--- config.mk ---
export PLATFORM = sky130hd
export DESIGN_NAME = sarc_sequencer
export DESIGN_NICKNAME = d
export VERILOG_FILES = /design/src/hw/sarc_pkg.sv /design/src/hw/sarc_bit_timer.sv /design/src/hw/sarc_sequencer.sv
export SDC_FILE = /design/constraint.sdc
export NUM_CORES = 1
export LEC_CHECK = 0
export BUFFER_PORTS_ARGS = -buffer_cell sky130_fd_sc_hd__buf_2
export CORE_UTILIZATION = 55
export CTS_CLUSTER_DIAMETER = 60
export DETAILED_ROUTE_END_ITERATION = 10
export MAX_ROUTING_LAYER = met4
export PLACE_DENSITY_LB_ADDON = 0.08
export SYNTH_ARGS = -nofsm -noshare
export SYNTH_HDL_FRONTEND = slang
export SYNTH_SLANG_ARGS = --single-unit
export TNS_END_PERCENT = 100
--- constraint.sdc ---
create_clock -name core_clk -period 1.9 [get_ports core_clk]
set_clock_uncertainty 0.1 [all_clocks]
set_input_delay 0.38 -clock core_clk [delete_from_list [all_inputs] [get_ports core_clk]]
set_output_delay 0.38 -clock core_clk [all_outputs]
set_load 0.03 [all_outputs]
--- src/hw/sarc_pkg.sv ---
// Purpose: shared constants and types for the sar conversion sequencer
// Assumes: core clock of 50 MHz
// Notes: all timing counts derive from printed times and the clock rate
package sarc_pkg;

  localparam int SARC_NBITS = 12;
  localparam int SARC_CLK_PERIOD_NS = 20;
  // acquire interval before the next start, as printed
  localparam int SARC_ACQ_NS = 200;
  // least time, rounded up to whole cycles
  localparam int SARC_ACQ_CYC = (SARC_ACQ_NS + SARC_CLK_PERIOD_NS - 1) / SARC_CLK_PERIOD_NS;
  // internal clock period of one bit decision
  localparam int SARC_BIT_NS = 120;
  localparam int SARC_BIT_CYC_RAW = SARC_BIT_NS / SARC_CLK_PERIOD_NS;
  localparam int SARC_BIT_CYC = (SARC_BIT_CYC_RAW < 1) ? 1 : SARC_BIT_CYC_RAW;
  localparam logic [3:0] SARC_LAST_BIT = 4'h0;
  localparam logic [3:0] SARC_FIRST_BIT = 4'hb;
  localparam logic [11:0] SARC_SAR_RST = 12'h000;
  localparam logic [11:0] SARC_MSB_MASK = 12'h800;

  // analog switch controls handed to the front end
  typedef struct packed {
    logic input_to_cap;   // sample cap connected to analog input
    logic fb_closed;      // comparator feedback switch closed (offset null)
  } sarc_sw_t;

  // finished result handed to the output latches
  typedef struct packed {
    logic bipolar;
    logic [11:0] code;
  } sarc_result_t;

endpackage : sarc_pkg

--- src/hw/sarc_bit_timer.sv ---
// Purpose: internal decision clock, restarted on every accepted start
// Assumes: restart and run are synchronous to core_clk
// Notes: tick pulses once per decision period while run is high
`timescale 1ns/1ps
module sarc_bit_timer
  import sarc_pkg::*;
(
  // clock and reset
  input wire logic core_clk,
  input wire logic srst,
  // control
  input wire logic restart,
  input wire logic run,
  // decision strobe
  output logic tick
);

  logic [7:0] cnt_r;

  // count restarts at the start so the clock stays phase locked to it
  always_ff @(posedge core_clk)
  begin
    if (srst || restart || !run)
    begin
      cnt_r <= 8'h00;
      tick <= 1'b0;
    end
    else if (cnt_r == 8'(SARC_BIT_CYC - 1))
    begin
      cnt_r <= 8'h00;
      tick <= 1'b1;
    end
    else
    begin
      cnt_r <= cnt_r + 8'h01;
      tick <= 1'b0;
    end
  end

endmodule : sarc_bit_timer

--- src/hw/sarc_sequencer.sv ---
// Purpose: control logic of a 12-bit successive approximation converter
// Assumes: inputs synchronous to core_clk; comparator settles within one decision period
// Notes: start falls on convert_request_low while select_low is low
//
// Notes on behaviour
// - start only by select plus convert request
// - clear approximation register at each start
// - ignore start requests while converting
// - trial bits msb to lsb on dac
// - keep or clear trial bit by comparator
// - acquire: input to cap, feedback closed
// - convert: feedback open, cap to ground
// - load whole word into output latches once
// - return to acquire after last decision
// - unipolar result is straight binary
// - bipolar result is two's complement
// - falling convert request, select low, starts
// - busy low throughout conversion
`timescale 1ns/1ps
module sarc_sequencer
  import sarc_pkg::*;
(
  // clock and reset
  input wire logic core_clk,
  input wire logic srst,
  // host control
  input wire logic select_low,
  input wire logic convert_request_low,
  input wire logic bipolar_mode,
  // comparator: high when held input reaches or exceeds dac trial charge
  input wire logic comp_above,
  // analog front end controls
  output sarc_sw_t sw_ctrl,
  output logic [11:0] dac_code,
  // status and result
  output logic busy_low,
  output sarc_result_t result,
  output logic result_valid
);

  typedef enum logic [2:0] {
    SARC_ACQ  = 3'b001,
    SARC_CONV = 3'b010,
    SARC_LOAD = 3'b100
  } sarc_state_t;

  sarc_state_t state_r, state_nxt;
  logic req_d_r;
  logic start;
  logic tick;
  logic [11:0] sar_r;
  logic [3:0] bit_idx_r;

  // one-hot trial mask for a bit position
  function automatic logic [11:0] sarc_mask(input logic [3:0] idx);
    sarc_mask = SARC_MSB_MASK >> (SARC_FIRST_BIT - idx);
  endfunction : sarc_mask

  // previous request level for edge detection
  always_ff @(posedge core_clk)
  begin
    if (srst)
      req_d_r <= 1'b1;
    else
      req_d_r <= convert_request_low;
  end

  // falling edge qualified by select; only honoured in acquire
  assign start = req_d_r && !convert_request_low && !select_low
                 && (state_r == SARC_ACQ);

  sarc_bit_timer u_timer (
    .core_clk(core_clk),
    .srst(srst),
    .restart(start),
    .run(state_r == SARC_CONV),
    .tick(tick)
  );

  // sequencing; back-to-back spacing is left to the host
  always_comb
  begin
    state_nxt = state_r;
    case (state_r)
      SARC_ACQ:
        if (start)
          state_nxt = SARC_CONV;
      SARC_CONV:
        if (tick && bit_idx_r == SARC_LAST_BIT)
          state_nxt = SARC_LOAD;
      SARC_LOAD:
        state_nxt = SARC_ACQ;
      default:
        state_nxt = SARC_ACQ;
    endcase
  end

  always_ff @(posedge core_clk)
  begin
    if (srst)
      state_r <= SARC_ACQ;
    else
      state_r <= state_nxt;
  end

  // approximation register: cleared, then one decision per period
  always_ff @(posedge core_clk)
  begin
    if (srst)
    begin
      sar_r <= SARC_SAR_RST;
      bit_idx_r <= SARC_FIRST_BIT;
    end
    else if (start)
    begin
      sar_r <= SARC_SAR_RST;
      bit_idx_r <= SARC_FIRST_BIT;
    end
    else if (state_r == SARC_CONV && tick)
    begin
      if (comp_above)
        sar_r <= sar_r | sarc_mask(bit_idx_r);
      if (bit_idx_r != SARC_LAST_BIT)
        bit_idx_r <= bit_idx_r - 4'h1;
    end
  end

  // dac sees kept bits plus the bit under trial
  always_ff @(posedge core_clk)
  begin
    if (srst)
      dac_code <= SARC_SAR_RST;
    else if (start)
      dac_code <= SARC_MSB_MASK;
    else if (state_r == SARC_CONV && tick)
    begin
      if (bit_idx_r == SARC_LAST_BIT)
        dac_code <= comp_above ? (sar_r | sarc_mask(bit_idx_r)) : sar_r;
      else
        dac_code <= (comp_above ? (sar_r | sarc_mask(bit_idx_r)) : sar_r)
                    | sarc_mask(bit_idx_r - 4'h1);
    end
  end

  // switches flip together with busy, so the input is never sampled mid conversion
  always_ff @(posedge core_clk)
  begin
    if (srst)
    begin
      sw_ctrl.input_to_cap <= 1'b1;
      sw_ctrl.fb_closed <= 1'b1;
      busy_low <= 1'b1;
    end
    else if (start)
    begin
      sw_ctrl.input_to_cap <= 1'b0;
      sw_ctrl.fb_closed <= 1'b0;
      busy_low <= 1'b0;
    end
    else if (state_r == SARC_LOAD)
    begin
      sw_ctrl.input_to_cap <= 1'b1;
      sw_ctrl.fb_closed <= 1'b1;
      busy_low <= 1'b1;
    end
  end

  // output latches: single load; bipolar flips msb of offset-binary sar
  always_ff @(posedge core_clk)
  begin
    if (srst)
    begin
      result <= '0;
      result_valid <= 1'b0;
    end
    else if (state_r == SARC_LOAD)
    begin
      result.bipolar <= bipolar_mode;
      result.code <= bipolar_mode ? (sar_r ^ SARC_MSB_MASK)
                                  : sar_r;
      result_valid <= 1'b1;
    end
    else
      result_valid <= 1'b0;
  end

endmodule : sarc_sequencer

==> results of run 1 <==
-- worst max-delay path: cells and delay by family, from the launching register on --
kind	cells	cell delay, ns
and+or+nand+nor	3	0.48
AOI/OAI and AO/OA	1	0.07
adders and majority gates	1	0.34
buffers and inverters	2	0.29
DFF	1	0.41
-- cells in the mapped netlist (2+ instances only) --
cell / n
a22o_1: 13
o21a_1: 2
dfxtp_1: 56
xor2_1: 6
o211ai_1: 3
ha_1: 8
xnor2_1: 4
inv_1: 6
and2_1: 4
nand2_1: 13
clkbuf_1: 2
buf_4: 3
nand2b_1: 3
nor2_1: 24
o41ai_2: 2
nor3_1: 4
a21oi_1: 21
and3_1: 3
nand3_1: 12
a41oi_1: 2
buf_2: 9
o21ai_0: 15
nor3b_1: 3
a31oi_1: 11
-- state kept, by name (all words and copies together) (netlist names) --
register / count
result: 13
dac_code: 12
sar_r: 12
u_timer.cnt_r: 8
bit_idx_r: 4
state_r: 3
req_d_r: 1
result_valid: 1
sw_ctrl: 1
u_timer.tick: 1
-- layer usage --
metal	part of all wire, %	GRT usage (%)	up-vias
li1	-	-	951
met1	48	30.74	858
met2	45	35.10	62
met3	6.2	5.479	6
met4	1.2	9.309	0
met5	0	-	-
-- repair_timing --
item                                    in CTS  in global routing
gates resized for setup                      0                  6
setup buffers                                0                  0
hold buffers                                 0                  0
endpoints found under the setup margin       0                  9
-- final cells by class --
cell class,count,area [um^2]
repair buffers,45,265.3
well taps,50,62.56
flip-flops and latches,56,1121
clock inverters,1,7.507
multi-input cells,167,1130
fillers,346,1330
clock buffers,7,86.33
inverters,7,26.28
-- where the power goes --
group | switching, W | internal (W) | total, W
clock | 0.000376 | 0.000297 | 0.000673
combinational | 0.0000469 | 0.0000238 | 0.0000707
sequential | 0.00000511 | 0.00118 | 0.00118
-- logic make-up (layout without fill, tap and decap cells) --
logic type | Yosys count | count (layout) | share of synthesized area, %
compound gates | 72 | 72 | 20.81
fa+ha+maj | 8 | 8 | 4.324
buf+inv | 21 | 60 | 4.378
simple gates | 77 | 77 | 18.27
xor+xnor | 10 | 10 | 3.784
flops | 56 | 56 | 48.43
-- worst max path at each step --
stage                     depth (start not counted)    startpoint          end  slack [ns]
after floorplan                                   7  bit_idx_r[2]     sar_r[1]        0.20
after global placement                            5  bit_idx_r[0]  dac_code[2]        0.13
after detailed placement                          6  bit_idx_r[0]  dac_code[5]        0.08
after CTS                                         6  bit_idx_r[0]  dac_code[5]        0.05
after global routing                              7  bit_idx_r[3]     sar_r[0]        0.03
final                                             7  bit_idx_r[3]     sar_r[0]        0.14
-- stage by stage --
step	utilization [%]	worst slack, ns	std cells	hold WS, ns	total power, W
2_1_floorplan	-	0.2020	244	0.3526	0.001261
3_5_place_dp	63.73	0.07841	325	0.3584	0.001282
4_1_cts	66.06	0.05109	333	0.2016	0.001933
3_3_place_gp	63.73	0.1280	325	0.3508	0.001280
5_1_grt	66.99	0.03051	333	0.2070	0.001978
6_report	66.99	0.1398	333	0.2003	0.001928
==> qor.yml, run 1 <==
run_status:
  run_status: "finished, final reports clean"
critical_path:
  r2r_slack_ns: 0.14
  cp_max_fo: 5
  timing.rr.end: "sar_r[0]"
  arrival_ns: 1.91
  max_stage_delay_ns: 0.41
  slowest_stage: "dfxtp_1"
  crit_path_start_kind: "flop"
  r2r_cells: 7
  regToRegStartpoint: "bit_idx_r[3]"
  worstPathCellList: "inv_1, ha_1, nor3b_1, buf_4, and2_1, a21oi_1, nor2_1"
  crit_type: "reg -> reg"
  cp-end-kind: "flop"
  cp.required_ns: 2.05
final_layout:
  final_nets: 296
  drive_gt1_share_pct: 22.61
  n_antenna_cell: 0
  area_delta_synth_final_pct: 16.59
  mostFrequentLayoutCells: "dfxtp_1, buf_2, nor2_1"
  layout_commonest_cell: "dfxtp_1"
  final_cell_area_mm2: 0.002699
pwr:
  cellLeakagePower_nw: 1.094
  powerDensity_mw_per_mm2: 714.3
  peakVddDrop_v: 0.0003665
floorplanning:
  chipHeight_um: 66.88
  initial_core_util_pct: 57.45
  die_area_mm2: 0.004472
  io-pin-count: 35
  coreArea_mm2: 0.004029
  die-width_um: 66.88
  placementRows: 23
sta:
  fmax_mhz: 568.1
  finalCritPeriodShare_pct: 92.64
  drv_slew: 0
  relSlewSlack_pct: 70.23
  rsz0062_at_grt: "no"
  hold_viol_final: 0
  setup_violations: 0
  fin_crit_ns: 1.760
  tns_ns: 0
  tightest_slew_ns: 0.4465
min_path:
  hp-start: "convert_request_low"
  min_path_cells: 2
  whs_endpoint: "req_d_r"
  hold_path_class: "in -> reg"
clocking:
  clkSinkCount: 56
  numCtsBuffers: 5
  clk_latency_ns: 0.31
  root_buffer: "clkbuf_8"
  htreeDepth: 2
  clockBufferDepth: 2
  cts_tree: "yes"
  cts.clk_slew.worst_paths_ns: 0.10
synthesis:
  synth_warnings: 0
  synth_fp_nets: 258
  synth_top_area_share_pct: 48.43
  syn_area_mm2: 0.002315
  synth_top_area_cell: "dfxtp_1"
  synth_edf_count: 0
  async_flop_share_pct: 0
  netlist_instances: 244
  synth-seq-area-share_pct: 48.43
  syn_avg_cell_area_um2: 9.487
  netlist_top_cells_area: "dfxtp_1, a22o_1, a21oi_1"
  synth_ff_type: "dfxtp_1"
  ys_types: 39
  ys_seq_elements: 56
grt:
  antenna_found_initial: 0
  grt_usage_pct: 23.58
  first_global_vias: 1632
  grt_pass1_wl_um: 7624
  grt_start_max_net_pins: 34
  grt_overflow: 0
placement:
  place_area_mm2: 0.002567
  gp_congestion: 0.7933
  io_buffer_count: 34
  hpwlAfterDp_um: 3353
detailed_routing:
  wl_um: 4772
  drc: 0
  drt_first_pass_iters: 4
  wire_per_inst_um: 14.33
  ant_nets: 0
  first_iter_violations: 70
  viasPerCell: 5.637
  num_vias: 1877
flow_run:
  drv_cap: 0
Note: power is estimated with default switching activity, not from simulation.
==> run 2: changes to the inputs <==
--- a/config.mk
+++ b/config.mk
@@ -6,12 +6,12 @@
 export NUM_CORES = 1
 export LEC_CHECK = 0
 export BUFFER_PORTS_ARGS = -buffer_cell sky130_fd_sc_hd__buf_2
-export CORE_UTILIZATION = 55
+export CORE_UTILIZATION = 56
 export CTS_CLUSTER_DIAMETER = 60
 export DETAILED_ROUTE_END_ITERATION = 10
-export MAX_ROUTING_LAYER = met4
 export PLACE_DENSITY_LB_ADDON = 0.08
 export SYNTH_ARGS = -nofsm -noshare
 export SYNTH_HDL_FRONTEND = slang
+export SYNTH_HIERARCHICAL = 1
 export SYNTH_SLANG_ARGS = --single-unit
 export TNS_END_PERCENT = 100
==> run 2 against run 1 <==
Compared with the run above:
- core utilization rose by 2.0 points
- routed wire length rose by 0.19%
- sequential share of layout area fell by 2.0 points
- die area rose by 4.0%
- synthesized area rose by 6.0%
- highest routed layer unchanged
- global-route usage fell by 0.68 points
- synthesized cell count rose by 3.3%
- critical path type unchanged
==> qor.yml, run 2 <==
sta:
  tightest_slew_ns: 0.4752  # +0.02864 ns
  relSlewSlack_pct: 68.32  # -1.9 points
  tns_ns: 0  # unchanged
  hold_viol_final: 0  # unchanged
  setup_violations: 0  # unchanged
  holdWs_ns: 0.1997  # -0.0006310 ns
  fin_crit_ns: 1.793  # +0.03278 ns
  finalWorstSetupSlack_ns: 0.1070  # -0.03278 ns
  fmax_mhz: 557.7  # -1.8%
  finalCritPeriodShare_pct: 94.37  # +1.7 points
  rsz0062_at_grt: "no"
  drv_slew: 0  # unchanged
final_layout:
  n_antenna_cell: 0  # unchanged
  ff_latch_area_mm2: 0.001124  # +0.22%
  final_nets: 308  # +4.1%
  largestRegisters: "result x13, dac_code x12, sar_r x12"
  area_delta_synth_final_pct: 15.76
  fill_cells: 338  # -2.3%
  regMostFlops: "result"
  final_util_pct: 69.02  # +2.0 points
  mostFrequentLayoutCells: "dfxtp_1, nor2_1, buf_2"
  final_cell_area_mm2: 0.002840  # +5.2%
  drive_gt1_share_pct: 27.21  # +4.6 points
  largest_reg_flops: 13  # unchanged
  layout_commonest_cell: "dfxtp_1"
  multi_input_area_mm2: 0.001220  # +8.0%
floorplanning:
  die_area_mm2: 0.004650  # +4.0%
  chipHeight_um: 68.19  # +2.0%
  coreArea_mm2: 0.004115  # +2.1%
  die-width_um: 68.19  # +2.0%
  io-pin-count: 35  # unchanged
  placementRows: 23  # unchanged
  initial_core_util_pct: 59.62  # +2.2 points
clocking:
  numCtsBuffers: 5  # unchanged
  clkSinkCount: 56  # unchanged
  cts.clk_slew.worst_paths_ns: 0.10  # about the same
  clk_latency_ns: 0.31  # about the same
  root_buffer: "clkbuf_8"
  htreeDepth: 2  # unchanged
  cts_tree: "yes"
  clockBufferDepth: 2  # unchanged
detailed_routing:
  drt_first_pass_iters: 4  # unchanged
  viasPerCell: 5.773  # +2.4%
  first_iter_violations: 98  # +40%
  wl_um: 4781  # +0.19%
  ant_nets: 0  # unchanged
  drc: 0  # unchanged
  num_vias: 1986  # +5.8%
  wire_per_inst_um: 13.90  # -3.0%
synthesis:
  synth_ff_type: "dfxtp_1"
  ys_types: 51  # +31%
  synth_fp_nets: 267  # +3.5%
  synth-seq-area-share_pct: 45.69  # -2.7 points
  syn_avg_cell_area_um2: 9.737  # +2.6%
  synth_top_cells_by_count: "dfxtp_1, nor2_1, nand3_1, a22o_1, a21oi_1"
  async_flop_share_pct: 0  # unchanged
  synth_top_area_cell: "dfxtp_1"
  synth_top_area_share_pct: 45.69  # -2.7 points
  ys_seq_elements: 56  # unchanged
  syn_area_mm2: 0.002454  # +6.0%
  synth_warnings: 6  # +6
  synth_edf_count: 0  # unchanged
  netlist_top_cells_area: "dfxtp_1, nor2_1, a22o_1"
  netlist_instances: 252  # +3.3%
  synth.most_common_cell: "dfxtp_1"
critical_path:
  arrival_ns: 1.89  # -0.02 ns
  worstPathCellList: "inv_1, buf_4, ha_1, nand2_1, and3_1, a221oi_1, a211oi_1"
  crit_path_start_kind: "flop"
  cp-end-kind: "flop"
  max_stage_delay_ns: 0.33  # -0.08 ns
  slowest_stage: "dfxtp_2"
  crit_type: "reg -> reg"
  cp_max_fo: 9  # +4
  cp.required_ns: 1.99  # -0.06 ns
placement:
  pre_cts_slack_ns: 0.1380  # +0.05960 ns
  hpwlAfterDp_um: 3535  # +5.4%
  io_buffer_count: 34  # unchanged
  place_area_mm2: 0.002741  # +6.8%
  gp_congestion: 0.8007  # +0.93%
grt:
  grt_start_max_net_pins: 38  # +12%
  first_global_vias: 1696  # +3.9%
  grt_pass1_wl_um: 7893  # +3.5%
  grt_overflow: 0  # unchanged
  grt_usage_pct: 22.90  # -0.68 points
  antenna_found_initial: 0  # unchanged
min_path:
  hold_path_class: "in -> reg"
flow_run:
  drv_cap: 0  # unchanged
pwr:
  cellLeakagePower_nw: 1.103  # +0.81%
  powerDensity_mw_per_mm2: 671.8  # -5.9%
  peakVddDrop_v: 0.0003986  # +8.7%
run_status:
  run_status: "finished, final reports clean"
run 2: cell types whose count changed after synthesis, sizes merged, moves of 3 or more:
| cell | delta |
|---|---|
| o21ai | -10 |
| nor3 | +4 |
| nor2 | +12 |
| a31oi | -8 |
| a311oi | +7 |
| a21oi | -7 |
| nand2 | -3 |
| xor2 | -3 |
| a211oi | +3 |
| or3 | +3 |
run 2: kinds of logic after synthesis:
logic type,after synthesis,share of synthesized area (%)
compound gates,64,22.13
xor+xnor,9,3.213
fa+ha+maj,9,4.590
buf+inv,24,5.456
flops,56,45.69
simple gates,90,18.92
run 2: cell type report:
cell class | count | area share [%]
multi-input cells | 172 | 42.95
repair buffers | 49 | 10.84
clock inverters | 3 | 0.8370
flip-flops and latches | 56 | 39.56
clock buffers | 5 | 2.423
well taps | 50 | 2.203
inverters | 9 | 1.189
run 2: path summary, 6_finish.rpt:
kind	from	slack (ns)	to	depth (start not counted)
min reg2reg	result[8]	0.38	result[8]	1
max reg2reg	bit_idx_r[0]	0.11	dac_code[0]	7
min	convert_request_low	0.20	req_d_r	2
max	bit_idx_r[0]	0.11	dac_code[0]	7
run 2: repair_timing:
| action | CTS | global route |
|---|---|---|
| endpoints found under the setup margin | 0 | 1 |
| setup buffers | 0 | 0 |
| resized for setup | 0 | 1 |
| hold buffers | 0 | 0 |
run 2: where the power goes:
group	leakage (nW)	switching [W]	internal [W]	total (W)
clock network	0.0404	0.000384	0.000262	0.000645
registers	0.451	0.00000464	0.00118	0.00118
logic	0.612	0.0000496	0.0000300	0.0000795
run 2: layer usage:
layer	global-route usage, %	vias up	wire [um]
met2	35.66	41	2163
met4	6.510	0	53
li1	-	999	-
met5	0	-	0
met1	31.25	941	2390
met3	5.500	5	174
run 2: per-stage QoR:
step           total power, W  std cells
5_1_grt              0.001985        344
6_report             0.001908        344
2_1_floorplan        0.001264        252
3_3_place_gp         0.001290        336
3_5_place_dp         0.001290        336
4_1_cts              0.001934        344
run 2: critical path: cells and delay by family (launching register included):
kind,cells,cell delay (ns)
simple gates,2,0.46
buf+inv,2,0.20
flops,1,0.33
compound gates,2,0.40
fa+ha+maj,1,0.19
==> run 3: changes to the inputs <==
--- a/config.mk
+++ b/config.mk
@@ -9,7 +9,7 @@
 export CORE_UTILIZATION = 56
 export CTS_CLUSTER_DIAMETER = 60
 export DETAILED_ROUTE_END_ITERATION = 10
-export PLACE_DENSITY_LB_ADDON = 0.08
+export PLACE_DENSITY = 0.79
 export SYNTH_ARGS = -nofsm -noshare
 export SYNTH_HDL_FRONTEND = slang
 export SYNTH_HIERARCHICAL = 1
==> run 3 against run 2 <==
Compared with the run above:
- core utilization is 0.18 points lower
- power is 1.5% lower
- via count is 1.6% lower
- die area stayed put
- register-to-register slack worse by 0.03 ns
- global-route usage hardly changed
- critical path depth is 2 lower
- clock-buffer cell count stayed put
- routed wire length is 3.1% higher
- first-iteration DRC count is 48% higher
- largest cell class unchanged
==> qor.yml, run 3 (synthesis gave the netlist of run 2 again) <==
sta:
  finalWorstSetupSlack_ns: 0.08141  # -0.02556 ns
  relSlewSlack_pct: 68.78  # +0.46 points
  rsz0062_at_grt: "no"
  fin_crit_ns: 1.819  # +0.02556 ns
  holdWs_ns: 0.2062  # +0.006533 ns
  fmax_mhz: 549.9  # -1.4%
  drv_slew: 0  # unchanged
  hold_viol_final: 0  # unchanged
  finalCritPeriodShare_pct: 95.72  # +1.3 points
  tns_ns: 0  # unchanged
  tightest_slew_ns: 0.4618  # -0.01338 ns
  setup_violations: 0  # unchanged
final_layout:
  ff_latch_area_mm2: 0.001124  # unchanged
  fill_cells: 335  # -0.89%
  multi_input_area_mm2: 0.001216  # -0.31%
  area_delta_synth_final_pct: 15.45
  regMostFlops: "result"
  largest_reg_flops: 13  # unchanged
  mostFrequentLayoutCells: "dfxtp_1, nor2_1, buf_2"
  final_util_pct: 68.84  # -0.18 points
  final_nets: 309  # +0.32%
  largestRegisters: "result x13, dac_code x12, sar_r x12"
  layout_commonest_cell: "dfxtp_1"
  drive_gt1_share_pct: 27.55  # +0.34 points
  n_antenna_cell: 0  # unchanged
detailed_routing:
  drt_first_pass_iters: 4  # unchanged
  ant_nets: 0  # unchanged
  drc: 0  # unchanged
  num_vias: 1955  # -1.6%
  first_iter_violations: 145  # +48%
  wire_per_inst_um: 14.33  # +3.1%
  wl_um: 4929  # +3.1%
  viasPerCell: 5.683  # -1.6%
pwr:
  powerDensity_mw_per_mm2: 663.7  # -1.2%
  cellLeakagePower_nw: 1.105  # +0.16%
  peakVddDrop_v: 0.0003419  # -14%
flow_run:
  drv_cap: 0  # unchanged
clocking:
  cts_hold_buffers: 0  # unchanged
  cts_resized: 0  # unchanged
  cts_tree: "yes"
  root_buffer: "clkbuf_8"
  clk_latency_ns: 0.30  # about the same
  clkSinkCount: 56  # unchanged
  postCtsSetupBuffers: 0  # unchanged
  clockBufferDepth: 2  # unchanged
  cts.clk_slew.worst_paths_ns: 0.09  # about the same
  htreeDepth: 2  # unchanged
  numCtsBuffers: 5  # unchanged
critical_path:
  cp.required_ns: 2.01  # +0.02 ns
  arrival_ns: 1.93  # +0.04 ns
  cp_max_fo: 5  # -4
  r2r_slack_ns: 0.08  # -0.03 ns
  startpoint: "bit_idx_r[2]"
  cp-end-kind: "flop"
  regToRegStartpoint: "bit_idx_r[2]"
  max_stage_delay_ns: 0.37  # +0.04 ns
  worstPathCellList: "inv_2, ha_1, nor3b_2, a21oi_1, a311oi_1"
  r2r_cells: 5  # -2
  slowest_stage: "dfxtp_1"
  crit_path_start_kind: "flop"
  crit_type: "reg -> reg"
  timing.rr.end: "dac_code[3]"
  endpoint: "dac_code[3]"
run_status:
  run_status: "finished, final reports clean"
grt:
  grt_overflow: 0  # unchanged
  grt_pass1_wl_um: 7976  # +1.1%
  antenna_found_initial: 0  # unchanged
  grt_start_max_net_pins: 38  # unchanged
  first_global_vias: 1739  # +2.5%
  grt_usage_pct: 22.90  # about the same
floorplanning:
  initial_core_util_pct: 59.62  # unchanged
  die-width_um: 68.19  # unchanged
  io-pin-count: 35  # unchanged
  placementRows: 23  # unchanged
  chipHeight_um: 68.19  # unchanged
  coreArea_mm2: 0.004115  # unchanged
  die_area_mm2: 0.004650  # unchanged
placement:
  pre_cts_slack_ns: 0.1072  # -0.03082 ns
  gp_congestion: 0.8861  # +11%
  io_buffer_count: 34  # unchanged
  hpwlAfterDp_um: 3562  # +0.77%
min_path:
  hold_path_class: "in -> reg"
run 3: final cells by class:
type	instances	area share, %
multi-input cells	172	42.93
flip-flops and latches	56	39.66
repair buffers	50	11.13
clock buffers	5	2.429
well taps	50	2.208
inverters	9	1.193
clock inverters	2	0.4417
run 3: per-layer routing:
metal | share of wire [%] | wire length, um | up-vias | global-route usage (%)
li1 | - | - | 999 | -
met1 | 46 | 2286 | 896 | 29.39
met2 | 49 | 2391 | 55 | 38.60
met3 | 4.0 | 198 | 5 | 3.667
met4 | 1.0 | 51 | 0 | 7.813
met5 | 0 | 0 | - | 0
run 3: worst min-delay path by stage:
stage / from / end / slack (ns) / cells after the start
detailed placement: result[1] / result[1] / 0.36 / 1
global placement: result[9] / result[9] / 0.36 / 1
CTS: bipolar_mode / result[12] / 0.20 / 2
finish: bipolar_mode / result[12] / 0.21 / 2
global route: bipolar_mode / result[12] / 0.22 / 2
floorplan: srst / state_r[1] / 0.35 / 1
run 3: through the flow:
| stage | cells | power [W] | area [um^2] |
|---|---|---|---|
| 2_1_floorplan | 252 | 0.001264 | 2456 |
| 3_3_place_gp | 337 | 0.001290 | 2749 |
| 3_5_place_dp | 337 | 0.001291 | 2749 |
| 4_1_cts | 344 | 0.001891 | 2830 |
| 5_1_grt | 344 | 0.001942 | 2833 |
| 6_report | 344 | 0.001880 | 2833 |
run 3: worst max-delay path: cells and delay by family, from the launching register on:
family                     cells  cell delay, ns
AOI/OAI and AO/OA              2            0.47
DFF                            1            0.37
and+or+nand+nor                1            0.37
adders and majority gates      1            0.34
buffers and inverters          1            0.07
run 3: power breakdown:
| group | internal [W] | leakage [nW] | total (W) | switching (W) |
|---|---|---|---|---|
| Sequential | 0.00118 | 0.451 | 0.00118 | 0.00000475 |
| Combinational | 0.0000295 | 0.614 | 0.0000790 | 0.0000495 |
| Clock | 0.000251 | 0.0400 | 0.000618 | 0.000367 |
| Total | 0.00146 | 1.10 | 0.00188 | 0.000421 |
